### src/verilog/ssmio_cfg.svh
// Constants for the scanner mode and relay control block
`ifndef SSMIO_CFG_SVH
`define SSMIO_CFG_SVH
`define SSMIO_NUM_IN 4
`define SSMIO_NUM_FIELDS 9
`define SSMIO_FIELD_W 4
`define SSMIO_CLK_MHZ 25
`define SSMIO_DB_TIME_US 10000
`define SSMIO_DB_CYCLES (`SSMIO_DB_TIME_US * `SSMIO_CLK_MHZ)
`define SSMIO_CNT_W 18
`define SSMIO_FN_ARM 0
`define SSMIO_FN_TEST 1
`define SSMIO_FN_NIGHT 2
`define SSMIO_FN_TEACH 3
`define SSMIO_TAMPER_IDX 4
`define SSMIO_ALLOC_W 2
`define SSMIO_ALLOC_RST 8'he4
`endif

### src/verilog/ssmio_pkg.sv
// Types shared by the scanner mode and relay control block
package ssmio_pkg;
    typedef enum logic [4:0] {
        SSMIO_ST_WAIT = 5'b00001,
        SSMIO_ST_ARMED = 5'b00010,
        SSMIO_ST_DISARMED = 5'b00100,
        SSMIO_ST_TEST = 5'b01000,
        SSMIO_ST_TEACH = 5'b10000
    } ssmio_mode_e;

    typedef struct packed {
        logic alarm_rly;
        logic fault_rly;
        logic sab_rly;
    } ssmio_relay_s;

    typedef struct packed {
        logic [8:0] day_en;
        logic [8:0] night_en;
        logic [3:0] teach_field;
    } ssmio_fieldcfg_s;

    typedef struct packed {
        logic wr;
        logic [7:0] alloc_map;
        logic relay_swap;
    } ssmio_expert_s;
endpackage

### src/verilog/ssmio_top.sv
// Mode selection, relay, display and service gating for the scanner
`timescale 1ns/10ps
`include "ssmio_cfg.svh"
module ssmio_top #(
    parameter int unsigned CNT_W = `SSMIO_CNT_W,
    parameter logic [CNT_W-1:0] DB_CYCLES = CNT_W'(`SSMIO_DB_CYCLES)
) (
    input wire logic sys_clk_i,
    input wire logic arst_n_i,
    input wire logic [3:0] sw_in_i,
    input wire logic tamper_open_i,
    input wire ssmio_pkg::ssmio_fieldcfg_s field_cfg_i,
    input wire logic [8:0] case_hit_i,
    input wire logic expert_mode_i,
    input wire logic nv_capable_i,
    input wire ssmio_pkg::ssmio_expert_s expert_i,
    input wire logic sab_clr_i,
    output ssmio_pkg::ssmio_relay_s relays_o,
    output ssmio_pkg::ssmio_mode_e mode_o,
    output logic night_o,
    output logic [8:0] case_act_o,
    output logic display_on_o,
    output logic service_on_o,
    output logic teach_start_o,
    output logic [3:0] teach_field_o,
    output logic sabotage_o,
    output logic sab_seen_o,
    output logic [7:0] alloc_active_o,
    output logic [7:0] alloc_pend_o,
    output logic alloc_save_o,
    output logic relay_swap_o
);
    import ssmio_pkg::*;

    typedef struct packed {
        ssmio_mode_e mode;
        logic night;
        logic [8:0] case_act;
        ssmio_relay_s rly;
        logic disp;
        logic svc;
        logic teach_start;
        logic [3:0] teach_field;
        logic sab;
        logic sab_seen;
        logic [7:0] alloc_act;
        logic [7:0] alloc_pend;
        logic alloc_save;
        logic swap;
    } ssmio_st_s;

    ssmio_st_s st_r;
    ssmio_st_s st_nxt;

    logic [4:0] db_level;
    logic [4:0] db_valid;
    logic [4:0] raw_vec;
    logic [3:0] fn;
    logic ready;
    logic alarm_now;
    logic fault_ok;

    assign raw_vec = {tamper_open_i, sw_in_i};

    genvar gi;
    generate
        // One debouncer per switching input plus the tamper contact
        for (gi = 0; gi <= `SSMIO_NUM_IN; gi++) begin : g_db
            ssmio_debounce #(
                .CNT_W(CNT_W),
                .DB_CYCLES(DB_CYCLES)
            ) u_db (
                .sys_clk_i(sys_clk_i),
                .arst_n_i(arst_n_i),
                .raw_i(raw_vec[gi]),
                .level_o(db_level[gi]),
                .valid_o(db_valid[gi])
            );
        end
    endgenerate

    assign ready = &db_valid;

    always_comb begin
        for (int f = 0; f < `SSMIO_NUM_IN; f++) begin
            fn[f] = db_level[st_r.alloc_act[`SSMIO_ALLOC_W*f +: `SSMIO_ALLOC_W]];
        end
    end

    always_comb begin
        st_nxt = st_r;
        st_nxt.teach_start = 1'b0;
        st_nxt.alloc_save = 1'b0;
        if (!ready) begin
            st_nxt.mode = SSMIO_ST_WAIT;
        end else if (fn[`SSMIO_FN_TEST]) begin
            st_nxt.mode = SSMIO_ST_TEST;
        end else if (fn[`SSMIO_FN_TEACH]) begin
            st_nxt.mode = SSMIO_ST_TEACH;
        end else if (fn[`SSMIO_FN_ARM]) begin
            st_nxt.mode = SSMIO_ST_DISARMED;
        end else begin
            st_nxt.mode = SSMIO_ST_ARMED;
        end
        st_nxt.night = ready & fn[`SSMIO_FN_NIGHT];
        // several cases may be active together
        if (!ready) begin
            st_nxt.case_act = '0;
        end else if (fn[`SSMIO_FN_NIGHT]) begin
            st_nxt.case_act = field_cfg_i.night_en;
        end else begin
            st_nxt.case_act = field_cfg_i.day_en;
        end
        // latch the configured field on entry
        if (st_nxt.mode == SSMIO_ST_TEACH && st_r.mode != SSMIO_ST_TEACH &&
            field_cfg_i.teach_field < 4'(`SSMIO_NUM_FIELDS)) begin
            st_nxt.teach_start = 1'b1;
            st_nxt.teach_field = field_cfg_i.teach_field;
        end
        if (expert_i.wr && expert_mode_i) begin
            st_nxt.alloc_pend = expert_i.alloc_map;
            if (nv_capable_i) begin
                st_nxt.alloc_act = expert_i.alloc_map;
                st_nxt.alloc_save = 1'b1;
            end
        end
        if (expert_i.wr && expert_mode_i) begin
            st_nxt.swap = expert_i.relay_swap;
        end
        st_nxt.sab = db_valid[`SSMIO_TAMPER_IDX] & db_level[`SSMIO_TAMPER_IDX];
        if (sab_clr_i) begin
            st_nxt.sab_seen = 1'b0;
        end
        // Set beats clear so no tamper event is lost
        if (st_nxt.sab) begin
            st_nxt.sab_seen = 1'b1;
        end
        // armed gates display and service port
        case (st_r.mode)
            SSMIO_ST_ARMED: begin
                st_nxt.disp = 1'b0;
                st_nxt.svc = 1'b0;
            end
            SSMIO_ST_DISARMED,
            SSMIO_ST_TEST,
            SSMIO_ST_TEACH: begin
                st_nxt.disp = 1'b1;
                st_nxt.svc = 1'b1;
            end
            default: begin
                st_nxt.disp = 1'b0;
                st_nxt.svc = 1'b0;
            end
        endcase
        // a hit on any active case raises the alarm in armed and test mode
        // Relays energised means quiet and healthy; failure drops them
        st_nxt.rly.alarm_rly = (st_r.mode != SSMIO_ST_WAIT) &
            ~((st_r.swap) ? ~fault_ok : alarm_now);
        st_nxt.rly.fault_rly = (st_r.mode != SSMIO_ST_WAIT) &
            ((st_r.swap) ? ~alarm_now : fault_ok);
        st_nxt.rly.sab_rly = (st_r.mode != SSMIO_ST_WAIT) & ~st_r.sab;
    end

    assign alarm_now = ((st_r.mode == SSMIO_ST_ARMED) || (st_r.mode == SSMIO_ST_TEST)) &&
        (|(st_r.case_act & case_hit_i));
    // fault shows not armed in test
    assign fault_ok = (st_r.mode == SSMIO_ST_ARMED) || (st_r.mode == SSMIO_ST_DISARMED);

    always_ff @(posedge sys_clk_i or negedge arst_n_i) begin
        if (!arst_n_i) begin
            st_r <= '0;
            st_r.mode <= SSMIO_ST_WAIT;
            st_r.alloc_act <= 8'(`SSMIO_ALLOC_RST);
            st_r.alloc_pend <= 8'(`SSMIO_ALLOC_RST);
        end else begin
            st_r <= st_nxt;
        end
    end

    assign relays_o = st_r.rly;
    assign mode_o = st_r.mode;
    assign night_o = st_r.night;
    assign case_act_o = st_r.case_act;
    assign display_on_o = st_r.disp;
    assign service_on_o = st_r.svc;
    assign teach_start_o = st_r.teach_start;
    assign teach_field_o = st_r.teach_field;
    assign sabotage_o = st_r.sab;
    assign sab_seen_o = st_r.sab_seen;
    assign alloc_active_o = st_r.alloc_act;
    assign alloc_pend_o = st_r.alloc_pend;
    assign alloc_save_o = st_r.alloc_save;
    assign relay_swap_o = st_r.swap;
endmodule

### src/verilog/ssmio_debounce.sv
// Two-stage synchroniser followed by a stable-level debouncer
`timescale 1ns/10ps
`include "ssmio_cfg.svh"
module ssmio_debounce #(
    parameter int unsigned CNT_W = `SSMIO_CNT_W,
    parameter logic [CNT_W-1:0] DB_CYCLES = CNT_W'(`SSMIO_DB_CYCLES)
) (
    input wire logic sys_clk_i,
    input wire logic arst_n_i,
    input wire logic raw_i,
    output logic level_o,
    output logic valid_o
);
    typedef struct packed {
        logic sync1;
        logic sync2;
        logic cand;
        logic [CNT_W-1:0] cnt;
        logic level;
        logic valid;
    } ssmio_db_st_s;

    ssmio_db_st_s st_r;
    ssmio_db_st_s st_nxt;

    always_comb begin
        st_nxt = st_r;
        st_nxt.sync1 = raw_i;
        st_nxt.sync2 = st_r.sync1;
        if (st_r.sync2 != st_r.cand) begin
            st_nxt.cand = st_r.sync2;
            st_nxt.cnt = '0;
        end else if (st_r.cnt != DB_CYCLES - CNT_W'(1)) begin
            st_nxt.cnt = st_r.cnt + CNT_W'(1);
        end else begin
            // Level only moves after a full quiet period
            st_nxt.level = st_r.cand;
            st_nxt.valid = 1'b1;
        end
    end

    always_ff @(posedge sys_clk_i or negedge arst_n_i) begin
        if (!arst_n_i) begin
            st_r <= '0;
        end else begin
            st_r <= st_nxt;
        end
    end

    assign level_o = st_r.level;
    assign valid_o = st_r.valid;
endmodule

### config.mk
export PLATFORM = sky130hd
export DESIGN_NAME = ssmio_top
export DESIGN_NICKNAME = d
export VERILOG_FILES = /design/src/verilog/ssmio_pkg.sv /design/src/verilog/ssmio_top.sv /design/src/verilog/ssmio_debounce.sv
export VERILOG_INCLUDE_DIRS = /design/src /design/src/verilog
export SDC_FILE = /design/constraint.sdc
export NUM_CORES = 1
export LEC_CHECK = 0
export ABC_CLOCK_PERIOD_IN_PS = 2400
export BUFFER_PORTS_ARGS = -buffer_cell sky130_fd_sc_hd__buf_2
export CAP_MARGIN = 10
export CORE_MARGIN = 2
export CORE_UTILIZATION = 50
export CTS_CLUSTER_SIZE = 28
export DETAILED_ROUTE_END_ITERATION = 12
export HOLD_SLACK_MARGIN = 0.06
export PLACE_DENSITY = 0.75
export SLEW_MARGIN = 20
export SYNTH_ARGS = -nofsm -noshare
export SYNTH_HDL_FRONTEND = slang
export SYNTH_SLANG_ARGS = --single-unit
### constraint.sdc
create_clock -name sys_clk_i -period 2.4 [get_ports sys_clk_i]
set_input_delay 0.24 -clock sys_clk_i [delete_from_list [all_inputs] [get_ports sys_clk_i]]
set_output_delay 0.24 -clock sys_clk_i [all_outputs]
set_load 0.02 [all_outputs]
==> results by stage, run 1 <==
CTS:
- TritonCTS created 17 clock buffers.
- The post-CTS repair timing setup buffer count is 0.
- In this run, post-CTS repair resized a total of 0 instances.
- The cell at the root of the clock tree is clkbuf_16.
- The largest buffer count on any clock path is 2.
- The number of sinks handled by clock tree synthesis is 159.
- TritonCTS built the clock tree.
- Clock-pin slew was measured on the worst setup and hold paths at 60 ps.
- CTS built an H-tree with a depth of 4.
- The clock reaches the later pin of the worst-skew pair after 430 ps.
- In this run, post-CTS hold repair placed 28 buffers.

STA:
- The routed design could run at a clock period as short as 2170 ps.
- Setup violations remaining at the end of the flow were counted as 0.
- Setup repair after global routing left no endpoint under its margin.
- The number of pins exceeding their max-slew limit in the final report is 0.
- The transition at the pin with the smallest max-transition slack is 738 ps.
- After routing, the total negative slack on setup checks comes to 0 ps.
- The number of failing hold endpoints at the final stage is 0.
- The highest clock frequency the design can meet is 461 MHz.
- Dividing the final minimum period by the clock period gives 0.905.
- The headroom to the max-slew limit is 0.507.
- The final clock skew is 7.58 ps.

Setup path:
- The capturing element type of the critical path is a register.
- The worst setup path is launched from a register.
- The arrival time of the worst setup path is 2470 ps.
- Of all nets on the critical path, the largest fanout is 5.
- Data on the critical path is required at its endpoint by 2700 ps.
- The critical path class is register to register.

Detailed routing:
- Summed over all layers, the routed wires come to 17.5 mm.
- In the routed layout, each cell is associated on average with a via count of 5.90.
- Once detail routing completed, the nets flagged for antenna violations numbered 0.
- The first routing iteration left 412 violations.
- The vias after detailed routing is 6175.
- The first detailed-routing pass took 5 iterations.
- The post-route DRC violation count is 0.
- In the final routed layout, each cell accounts on average for 16.7 microns.

Power and ir drop:
- The internal power component is 4.76 mW.
- For this design the total switching power over the nets is 1.45 mW.
- The share of total power dissipated in sequential elements is 0.468.
- The proportion of total power due to net switching is 0.234.
- The cell area power density is 681 nW/um^2.
- The static leakage is 3.98 nW.
- Of the total power, the clock network draws 0.448.
- The combinational power share is 0.084.
- The worst ir drop on vdd is 0.666 mV.

Finish:
- After routing the design area is 9130 sq um.
- Compared with the post-synthesis result, the final layout area differs by 21.8%.
- Summing all flip-flop and latch instances after layout gives 3990 sq um.
- The number of diodes added for antenna fixing is 0.
- The multi-input combinational cells in the finished layout cover a total of 3340 sq um.
- The total number of nets in the final design is 905.
- The proportion of layout cells with a drive suffix above 1 is 0.210.
- Fill cells in the final layout number 1142.
- The finished layout holds 1046 standard cells, fillers aside.

Placement:
- The area after detailed placement is 8230 sq um.
- At the end of routability-driven placement, the weighted congestion stood at 0.901.
- The post-detailed-placement half-perimeter wirelength is 12.0 mm.
- The post-placement cell count is 986.
- In this run the tool buffered the top-level ports with 95 buffer cells.

Global route:
- The number of antenna violations at the first check in global routing is 0.
- The total overflow left after global routing is 0.
- The maximum number of pins on one net before global-route repair is 52.
- Across every metal layer, demand over resource in global routing totals 0.228.
- The via count of the first global-routing pass is 6198.
- The wire length of the first global-routing pass is 29.4 mm.

Synthesis:
- The number of nets handed over by synthesis was 773.
- The share of async-settable or async-resettable flops after synthesis is 1.00.
- Synthesis produced 717 cells.
- Sorting the synthesized cells by area gives the leading types as dfrtp_1 50%, xnor2_1 4.0%, dfstp_2 3.2%.
- The dominant synthesized flop cell is dfrtp_1.
- The number of flops mapped to enable cells by yosys is 0.
- Dividing the synthesized area by the synthesized cell count gives 10.5 sq um.
- The largest area contributor in the netlist is dfrtp_1.
- For this run, the number of Yosys warnings is 0.
- The total standard cell area after synthesis is 7490 sq um.
- The area share of the leading cell type in the synthesized netlist is 0.501.
- The synthesized design contains 159 register bits.
- Of the synthesized area, sequential elements account for 0.532.
- The number of distinct library cell variants in the gate-level netlist after synthesis is 60.

Die:
- The height of the chip is 126 microns.
- The count of standard-cell rows is 44.
- The standard cell core area is 14600 sq um.
- The die covers 16000 sq um.
- Pin placement for this block handled 96 I/O pins.
- For this configuration, the core starts out at a cell density of 0.514.
- The die boundary width is 126 microns.

Flow run:
- Max-cap violations in this run came to 0.

Hold path:
- The path class of the lowest-slack min-delay path is primary input to register.

Outcome:
- The run finished with clean final reports.
cells in the mapped netlist (all sizes together) (4+ instances only):
cell type    n
nand2       45
nand4       24
dfstp        9
and4         6
a2111o       4
mux2i       14
nand3b       4
o21ai       39
nor2        62
and2         7
xnor2       34
o31ai        8
or4          9
clkbuf      19
mux2        20
a21oi       38
nor3        26
xor2        18
nand2b       4
nor4        15
a21boi       7
nand3       44
mux4         4
inv         19
and3        18
ha           5
dfrtp      150
nor4b        4
or3         21
a31oi        8
power by group through the flow:
| stage | Clock [mW] | Sequential, mW | Combinational, mW |
|---|---|---|---|
| floorplan | 0 | 2.99 | 0.198 |
| global placement | 0 | 2.94 | 0.471 |
| detailed placement | 0 | 2.96 | 0.485 |
| CTS | 2.83 | 2.91 | 0.523 |
| global route | 2.95 | 2.92 | 0.571 |
| finish | 2.78 | 2.91 | 0.520 |
cell type report:
class | instances | area share
sequential | 159 | 0.437
multi-input combinational | 517 | 0.366
timing repair buffer | 135 | 0.0961
clock buffer | 22 | 0.0531
tap | 184 | 0.0252
clock inverter | 10 | 0.0147
inverter | 19 | 0.00781
metrics by stage:
step	hold slack [ps]	worst slack [ps]	utilization	total power, mW
2_1_floorplan	-55.6	296	-	3.19
3_3_place_gp	219	320	0.564	3.42
3_5_place_dp	217	261	0.564	3.44
4_1_cts	60.0	233	0.626	6.27
5_1_grt	78.4	149	0.626	6.44
6_report	74.0	229	0.626	6.22
worst paths after layout:
check / depth (start not counted) / slack (ps) / to / start
worst min-delay path: 3 / 70 / case_act_o[5]$_DFF_PN0_ / field_cfg_i[18]
worst min register to register: 0 / 350 / g_db[2].u_db.st_r[21]$_DFF_PN0_ / g_db[2].u_db.st_nxt[21]$_DFF_PN0_
worst max-delay path: 4 / 230 / teach_field_o[1]$_DFFE_PN0P_ / alloc_active_o[2]$_DFFE_PN1P_
min in group asynchronous: 2 / 330 / g_db[0].u_db.st_r[11]$_DFFE_PN0N_ / arst_n_i
max in group asynchronous: 3 / 1390 / g_db[3].u_db.st_r[15]$_DFFE_PN0N_ / arst_n_i
worst max register to register: 4 / 230 / teach_field_o[1]$_DFFE_PN0P_ / alloc_active_o[2]$_DFFE_PN1P_
layer usage:
metal / part of all wire / routed length [microns] / up-vias / track usage
li1: - / - / 2877 / -
met1: 0.42 / 7310 / 3070 / 0.279
met2: 0.51 / 8840 / 188 / 0.391
met3: 0.050 / 882 / 40 / 0.0477
met4: 0.025 / 440 / 0 / 0.0995
met5: 0 / 0 / - / 0
placed cells by master (no fill, tap or decap), drive strengths merged, types with 6 or more instances in the layout:
| master | Yosys | routed |
|---|---|---|
| dlygate4sd3 | 0 | 28 |
| or3 | 21 | 21 |
| nand3 | 44 | 44 |
| nor2 | 62 | 62 |
| and3 | 18 | 18 |
| mux2i | 14 | 14 |
| o31ai | 8 | 8 |
| xnor2 | 34 | 34 |
| a21boi | 7 | 7 |
| a21oi | 38 | 38 |
| nor4 | 15 | 15 |
| and4 | 6 | 6 |
| xor2 | 18 | 18 |
| or4 | 9 | 9 |
| dfstp | 9 | 9 |
| nor3 | 26 | 26 |
| o21ai | 39 | 39 |
| mux2 | 20 | 20 |
| a31oi | 8 | 8 |
| dfrtp | 150 | 150 |
| nand4 | 24 | 24 |
| buf | 3 | 107 |
| inv | 19 | 19 |
| nand2 | 45 | 45 |
| clkbuf | 19 | 22 |
| and2 | 7 | 7 |
cells by family (layout without fill, tap and decap cells):
kind of cell    count (synthesis)  count (layout)  share of synthesized area
compound gates                125             125                      0.103
mux                            38              38                     0.0608
buf+inv                        41             186                     0.0217
simple gates                  297             297                      0.213
xor+xnor                       52              52                     0.0608
flops                         159             159                      0.532
fa+ha+maj                       5               5                    0.00835
critical path, cell delays in order, from the launching register on:
cell     delay (ps)
dfstp_2         550
mux4_2          550
nor4b_4         280
and3_1          320
mux2_1          350
state kept, by name, indices dropped and copies added (netlist names), 3 cells and up:
register           cells
g_db.u_db.st_r       100
case_act_o             9
alloc_active_o         8
alloc_pend_o           8
g_db.u_db.level_o      5
g_db.u_db.st_nxt       5
g_db.u_db.valid_o      5
mode_o                 5
teach_field_o          4
relays_o               3
(Power assumes the default switching activity.)
==> run 2, diff against run 1 <==
--- a/config.mk
+++ b/config.mk
@@ -9,6 +9,7 @@
 export ABC_CLOCK_PERIOD_IN_PS = 2400
 export BUFFER_PORTS_ARGS = -buffer_cell sky130_fd_sc_hd__buf_2
 export CAP_MARGIN = 10
+export CORE_ASPECT_RATIO = 1.2
 export CORE_MARGIN = 2
 export CORE_UTILIZATION = 50
 export CTS_CLUSTER_SIZE = 28
@@ -19,3 +20,4 @@
 export SYNTH_ARGS = -nofsm -noshare
 export SYNTH_HDL_FRONTEND = slang
 export SYNTH_SLANG_ARGS = --single-unit
+export TNS_END_PERCENT = 100
==> run 2 against run 1 <==
Count of clock-buffer cells in the layout up 7. Fmax up 1.1%. Routed wire length down 8.0%. Critical path depth unchanged. Via count down 3.9%. Critical endpoint is now teach_field_o[0]$_DFFE_PN0P_. Largest cell class unchanged. Largest power group unchanged. Highest routed layer unchanged.
==> results by stage, run 2 (synthesis gave the netlist of run 1 again) <==
Detailed routing:
- The first-iteration detailed-routing DRC count is 403 (-2.2%).
- The total length of routed wires is 16.1 mm (-8.0%).
- The vias after detailed routing came to 5932 (-3.9%).
- The average detailed-routed wire length per instance is 15.4 microns (-8.1%).
- The post-route DRC violation count is 0 (unchanged).
- The remaining antenna violation count was 0 (unchanged).
- The detailed-router iteration count before antenna repair came to 4 (-1).
- The number of vias per cell is 5.67 (-4.0%).

Global route:
- The residual overflow from global routing was 0 (unchanged).
- The global routing usage summed across all routing layers is 0.212 (-0.0159).
- The via count of the first global-routing pass is 5838 (-5.8%).
- The number of antenna violations at the first check in global routing is 0 (unchanged).
- The wire length of the first global-routing pass is 27.1 mm (-7.7%).
- The maximum number of pins on one net before global-route repair is 69 (+33%).

Die:
- The die boundary width is 116 microns (-8.4%).
- The effective utilization at floorplan is 0.505 (-0.00858).
- The die footprint is 16000 sq um (about the same).
- The number of primary I/O pins is 96 (unchanged).
- The count of standard-cell rows is 49 (+11%).
- The height of the chip is 138 microns (+9.2%).
- The standard cell core area is 14800 sq um (+1.7%).

Setup path:
- The stage delay of the slowest cell on the critical path is 560 ps (about the same).
- The capturing element type of the critical path is a register.
- The buffers plus inverters on the worst setup path is 0 (unchanged).
- The slowest stage of the critical path is the dfstp_2 cell.
- In this run the critical register-to-register path is launched from alloc_active_o[2]$_DFFE_PN1P_.
- The startpoint type of the worst setup path is a register.
- The largest fanout on the critical path is 5 (unchanged).
- Traced cell by cell, the critical path runs through mux4_2, nor4b_4, and3_1, mux2_1.
- The worst setup path is of the register to register kind.
- The arrival time of the worst setup path is 2450 ps (-20 ps).
- The required time of the critical path is 2700 ps (about the same).
- The largest delay contributor family on the critical path is multiplexers.
- Tracing the worst setup path back leads to its startpoint at alloc_active_o[2]$_DFFE_PN1P_.

Finish:
- Counting flops per register, the top entry is g_db.u_db.st_r.
- Leaving out fill and tap cells, the most frequent cell in the layout is dfrtp_1.
- The storage element area came to 3990 sq um (unchanged).
- The total number of nets in the final design came to 888 (-1.9%).
- The area growth from synthesis to layout is 19.0%.
- Leaving out fill and tap cells, the most frequent cells in the layout are 150 x dfrtp_1, 94 x buf_2, 62 x nor2_1, 45 x nand2_1, 42 x nand3_1.
- The multi-input gate area in the final layout is 3340 sq um (unchanged).
- The proportion of layout cells with a drive suffix above 1 is 0.205 (-0.00476).
- The number of diodes added for antenna fixing is 0 (unchanged).
- The count of fill cells added during filler insertion is 1257 (+10%).
- The number of standard cells in the final layout excluding fillers came to 1047 (+0.096%).
- The number of flip-flops in the largest register was 100 (unchanged).

STA:
- The total setup violations reported at the end of the flow came to 0 (unchanged).
- The headroom to the max-slew limit is 0.519 (+0.0121).
- The number of failing hold endpoints at the final stage came to 0 (unchanged).
- The post-layout worst setup margin is 251 ps (+22.8 ps).
- The highest clock frequency the design can meet is 465 MHz (+1.1%).
- The sum of negative setup slack came to 0 ps (unchanged).
- The final clock skew is 7.93 ps (+0.354 ps).
- The transition at the pin with the smallest max-transition slack is 719 ps (-18.8 ps).
- The number of pins exceeding their max-slew limit in the final report came to 0 (unchanged).
- The post-route fraction of the period consumed by the critical path is 0.895 (-0.00951).
- Setup repair after global routing left no endpoint under its margin.
- The final critical delay including setup and external delays was 2150 ps (-22.8 ps).

CTS:
- The post-CTS repair timing setup buffer count is 0 (unchanged).
- The clock slew at the register clock pins of the worst setup and hold paths is 60 ps (about the same).
- The cell sitting at the root of the clock tree is a clkbuf_16.
- The number of sinks handled by clock tree synthesis was 159 (unchanged).
- The number of H-tree levels is 4 (unchanged).
- The worst-skew pair later-pin latency came to 430 ps (about the same).
- The TritonCTS clock tree is done.
- The largest buffer count on any clock path is 2 (unchanged).
- The TritonCTS buffer count is 17 (unchanged).

Hold path:
- The worst hold path begins at field_cfg_i[13].
- The path class of the lowest-slack min-delay path is primary input to register.

Power and ir drop:
- The cell area power density was 664 nW/um^2 (-2.6%).
- The static leakage is 3.87 nW (-2.6%).
- The worst ir drop on vdd is 0.413 mV (-38%).

Placement:
- The pre-CTS worst setup slack is 253 ps (-8.26 ps).
- The number of I/O port buffers is 95 (unchanged).
- The post-detailed-placement half-perimeter wirelength is 11.4 mm (-5.4%).
- The post-placement cell count is 1006 (+2.0%).
- The final weighted congestion in routability-driven placement is 0.834 (-7.5%).

Flow run:
- The max-cap violation count came to 0 (unchanged).

Outcome:
- The run finished with clean final reports.
## run 2: area by class of cell
class | count | area share
sequential | 159 | 0.448
multi-input combinational | 517 | 0.375
clock inverter | 1 | 0.00337
inverter | 19 | 0.00800
clock buffer | 29 | 0.0584
tap | 204 | 0.0286
timing repair buffer | 118 | 0.0793
## run 2: tightest hold or removal path: stages
cell	delay (ps)
buf_2	80
mux2i_1	50
nor2_1	80
## run 2: per-stage QoR
stage	hold WS [ps]	utilization	cell area (sq um)	power [mW]
global placement	293	0.556	8250	3.42
global route	70.7	0.601	8910	6.15
CTS	60.7	0.601	8910	5.98
detailed placement	299	0.556	8250	3.44
finish	67.3	0.601	8910	5.92
floorplan	-55.6	-	7490	3.19
## run 2: power by group
group / leakage (nW) / switching (mW) / internal, mW
combinational: 1.48 / 0.288 / 0.203
clock: 0.268 / 0.963 / 1.55
sequential: 2.12 / 0.104 / 2.80
total: 3.87 / 1.36 / 4.56
## run 2: worst paths after layout
| path | end | slack, ps | cells past startpoint |
|---|---|---|---|
| min | case_act_o[0]$_DFF_PN0_ | 70 | 3 |
| min in group asynchronous | g_db[4].u_db.st_r[13]$_DFFE_PN0N_ | 380 | 2 |
| max reg2reg | teach_field_o[0]$_DFFE_PN0P_ | 250 | 4 |
| max | teach_field_o[0]$_DFFE_PN0P_ | 250 | 4 |
| min reg2reg | g_db[2].u_db.st_r[21]$_DFF_PN0_ | 350 | 0 |
| max in group asynchronous | alloc_pend_o[5]$_DFFE_PN1P_ | 1210 | 3 |
## run 2: repair_timing
action | in CTS | in global routing
endpoints found under the hold margin | 75 | 0
resized for setup | 0 | 0
endpoints found under the setup margin | 0 | 0
hold buffers | 11 | 0
## run 2: routing by layer
metal	global-route usage	routed length, microns	up-vias
li1	-	-	2857
met1	0.268	6990	2903
met2	0.362	8110	151
met3	0.0408	734	21
met4	0.0746	244	0
met5	0	0	-
==> run 3, diff against run 2 <==
--- a/config.mk
+++ b/config.mk
@@ -6,7 +6,7 @@
 export SDC_FILE = /design/constraint.sdc
 export NUM_CORES = 1
 export LEC_CHECK = 0
-export ABC_CLOCK_PERIOD_IN_PS = 2400
+export ABC_CLOCK_PERIOD_IN_PS = 2020
 export BUFFER_PORTS_ARGS = -buffer_cell sky130_fd_sc_hd__buf_2
 export CAP_MARGIN = 10
 export CORE_ASPECT_RATIO = 1.2
==> constraint.sdc (replaced) <==
create_clock -name sys_clk_i -period 2.02 [get_ports sys_clk_i]
set_input_delay 0.202 -clock sys_clk_i [delete_from_list [all_inputs] [get_ports sys_clk_i]]
set_output_delay 0.202 -clock sys_clk_i [all_outputs]
set_load 0.02 [all_outputs]
==> run 3 against run 2 <==
Sequential cell count did not move. Hold slack improved by 1.7 ps. The flow now finishes with violations (setup timing). First-iteration DRC count fell by 7.7%. Final area rose by 5.3%. Sequential power rose by 19%. Critical endpoint is now teach_field_o[2]$_DFFE_PN0P_. Die area did not move. Via count rose by 2.7%. Count of clock-buffer cells in the layout fell by 4. Sequential share of layout area fell by 2.3 points.
==> results by stage, run 3 (synthesis gave the netlist of run 1 again) <==
Finish:
- The total number of nets in the final design is 935 (+5.3%).
- The number of diodes added for antenna fixing came to 0 (unchanged).
- Leaving out fill and tap cells, the most frequent cell in the layout is dfrtp_1.
- The library cells used most frequently in the layout, excluding fill and tap cells, are 150 x dfrtp_1, 94 x buf_2, 62 x nor2_1, 45 x nand2_1, 42 x nand3_1.
- The top register by number of flip-flops is g_db.u_db.st_r.
- The proportion of layout cells with a drive suffix above 1 is 0.230 (+0.0246).
- The area growth from synthesis to layout is 25.3%.
- The number of flip-flops in the largest register is 100 (unchanged).

Die:
- The die boundary width was 116 microns (unchanged).
- The number of primary I/O pins is 96 (unchanged).
- The height of the chip came to 138 microns (unchanged).
- The standard cell core area is 14800 sq um (unchanged).
- The effective utilization at floorplan came to 0.505 (unchanged).
- The die footprint was 16000 sq um (unchanged).
- The count of standard-cell rows is 49 (unchanged).

Placement:
- The number of I/O port buffers is 95 (unchanged).
- The pre-CTS worst setup slack is -103 ps (-356 ps).
- The final weighted congestion in routability-driven placement is 0.790 (-5.3%).
- The post-detailed-placement half-perimeter wirelength is 11.6 mm (+2.3%).

Power and ir drop:
- The share of power burned in the clock network came to 0.440 (+0.014).
- The overall power after layout is 7.30 mW (+23%).
- The worst ir drop on vdd is 0.720 mV (+74%).
- The reported net switching power is 1.66 mW (+22%).
- The proportion of total power due to net switching is 0.227 (-0.00240).
- The combinational power share is 0.088 (+0.005).
- The cell area power density is 778 nW/um^2 (+17%).
- The static leakage is 4.11 nW (+6.1%).
- The share of power burned in registers is 0.472 (-0.019).
- The internal power component is 5.65 mW (+24%).

STA:
- The post-layout worst setup margin is -21.4 ps (-273 ps).
- The headroom to the max-slew limit was 0.580 (+0.0610).
- The final clock skew is 6.13 ps (-1.80 ps).
- The number of failing hold endpoints at the final stage is 0 (unchanged).
- The post-route fraction of the period consumed by the critical path was 1.01 (+0.115).
- The transition at the pin with the smallest max-transition slack is 629 ps (-90.5 ps).
- The highest clock frequency the design can meet is 490 MHz (+5.2%).
- Setup repair after global routing could not meet its margin everywhere.
- The final critical delay including setup and external delays is 2040 ps (-107 ps).
- The total setup violations reported at the end of the flow was 3 (+3).
- The number of pins exceeding their max-slew limit in the final report is 0 (unchanged).

CTS:
- The number of H-tree levels is 4 (unchanged).
- The root buffer cell chosen for the clock tree is clkbuf_16.
- TritonCTS built the clock tree.
- The largest buffer count on any clock path is 2 (unchanged).
- The number of sinks handled by clock tree synthesis is 159 (unchanged).
- The TritonCTS buffer count is 17 (unchanged).
- The worst-skew pair later-pin latency is 420 ps (about the same).
- The clock slew at the register clock pins of the worst setup and hold paths is 60 ps (about the same).

Setup path:
- The arrival time of the worst setup path is 2350 ps (-100 ps).
- The terminus of the critical flop-to-flop path is teach_field_o[2]$_DFFE_PN0P_.
- The startpoint of the worst-slack reg-to-reg timing path is alloc_active_o[2]$_DFFE_PN1P_.
- The worst setup path is launched from a register.
- The critical path class is register to register.
- The number of cell instances on the worst register-to-register path is 4 (unchanged).
- The largest fanout on the critical path was 4 (-1).
- The reg-to-reg setup timing slack came to -20 ps (-270 ps).
- The worst setup path is captured at a register.
- The required time of the critical path is 2320 ps (-380 ps).

Global route:
- The residual overflow from global routing is 0 (unchanged).
- The via count of the first global-routing pass is 5909 (+1.2%).
- The global routing usage summed across all routing layers is 0.219 (+0.00731).
- The wire length of the first global-routing pass is 28.0 mm (+3.3%).
- The maximum number of pins on one net before global-route repair is 49 (-29%).
- The number of antenna violations at the first check in global routing is 0 (unchanged).

Hold path:
- The worst hold path depth came to 3 (unchanged).
- For hold timing, the worst endpoint is case_act_o[4]$_DFF_PN0_.
- The beginning of the worst hold path is field_cfg_i[8].
- The path class of the tightest hold or removal check is primary input to register.

Outcome:
- The run finished, with violations left.
- The checks that failed: setup timing.

Detailed routing:
- The number of vias per cell is 5.56 (-1.9%).
- The post-route DRC violation count is 0 (unchanged).
- The first-iteration detailed-routing DRC count is 372 (-7.7%).
- The detailed-router iteration count before antenna repair is 5 (+1).
- The remaining antenna violation count is 0 (unchanged).
- The vias after detailed routing is 6093 (+2.7%).
- The average detailed-routed wire length per instance is 15.2 microns (-0.88%).
- The total length of routed wires is 16.7 mm (+3.8%).

Flow run:
- The max-cap violation count was 0 (unchanged).
[run 3: changes by cell type in the layout (fill, tap and decap cells not counted), moves of 3 or more]
cell,delta
mux2_4,+3
clkinv_2,+4
dlygate4sd3_1,+24
buf_4,+23
mux2_1,-3
[run 3: critical path, stage by stage (launching register included)]
cell and delay, ps:
dfstp_2 540, mux4_2 540, nor4b_4 280, and3_4 270, mux2_4 300
[run 3: worst max-delay path by stage]
stage | startpoint | to | slack, ps | cells past startpoint
finish | alloc_active_o[2]$_DFFE_PN1P_ | teach_field_o[2]$_DFFE_PN0P_ | -20 | 4
global route | alloc_active_o[2]$_DFFE_PN1P_ | teach_field_o[0]$_DFFE_PN0P_ | -50 | 4
CTS | alloc_active_o[2]$_DFFE_PN1P_ | teach_field_o[2]$_DFFE_PN0P_ | -70 | 4
detailed placement | alloc_active_o[2]$_DFFE_PN1P_ | teach_field_o[2]$_DFFE_PN0P_ | -100 | 4
global placement | alloc_active_o[2]$_DFFE_PN1P_ | teach_field_o[2]$_DFFE_PN0P_ | -70 | 4
floorplan | alloc_active_o[2]$_DFFE_PN1P_ | teach_field_o[0]$_DFFE_PN0P_ | -80 | 5
[run 3: layout make-up]
cell class,count,area (sq um)
multi-input cells,517,3360
repair buffers,165,1120
fillers,1209,5450
clock inverters,7,110
inverters,19,71.3
well taps,204,255
flip-flops and latches,159,3990
clock buffers,25,485
[run 3: stage by stage]
step	setup TNS, ps	cells	area (sq um)	hold WS [ps]	utilization
2_1_floorplan	-253	717	7490	-93.6	-
3_3_place_gp	-217	1025	8400	172	0.566
4_1_cts	-199	1095	9380	62.0	0.632
3_5_place_dp	-282	1025	8400	178	0.566
5_1_grt	-157	1096	9390	66.7	0.633
6_report	-57.8	1096	9390	69.0	0.633
[run 3: what timing repair did]
| action | in CTS | in global routing |
|---|---|---|
| gates resized for setup | 4 | 1 |
| endpoints found under the setup margin | 3 | 5 |
| hold endpoints to repair | 74 | 0 |
| setup buffers | 3 | 1 |
| hold buffers | 35 | 0 |
| pin swaps | 2 | 1 |
[run 3: layer usage]
metal | routed length [microns] | global-route usage | up-vias
met5 | 0 | 0 | -
met3 | 811 | 0.0438 | 24
li1 | - | - | 2931
met4 | 325 | 0.0808 | 0
met2 | 8370 | 0.362 | 152
met1 | 7170 | 0.286 | 2986
[run 3: power by group through the flow]
| stage | Combinational [mW] | Sequential (mW) | Clock (mW) |
|---|---|---|---|
| after floorplan | 0.235 | 3.55 | 0 |
| after global placement | 0.577 | 3.50 | 0 |
| after detailed placement | 0.586 | 3.50 | 0 |
| after CTS | 0.647 | 3.45 | 3.28 |
| after global routing | 0.715 | 3.47 | 3.43 |
| final | 0.643 | 3.45 | 3.21 |
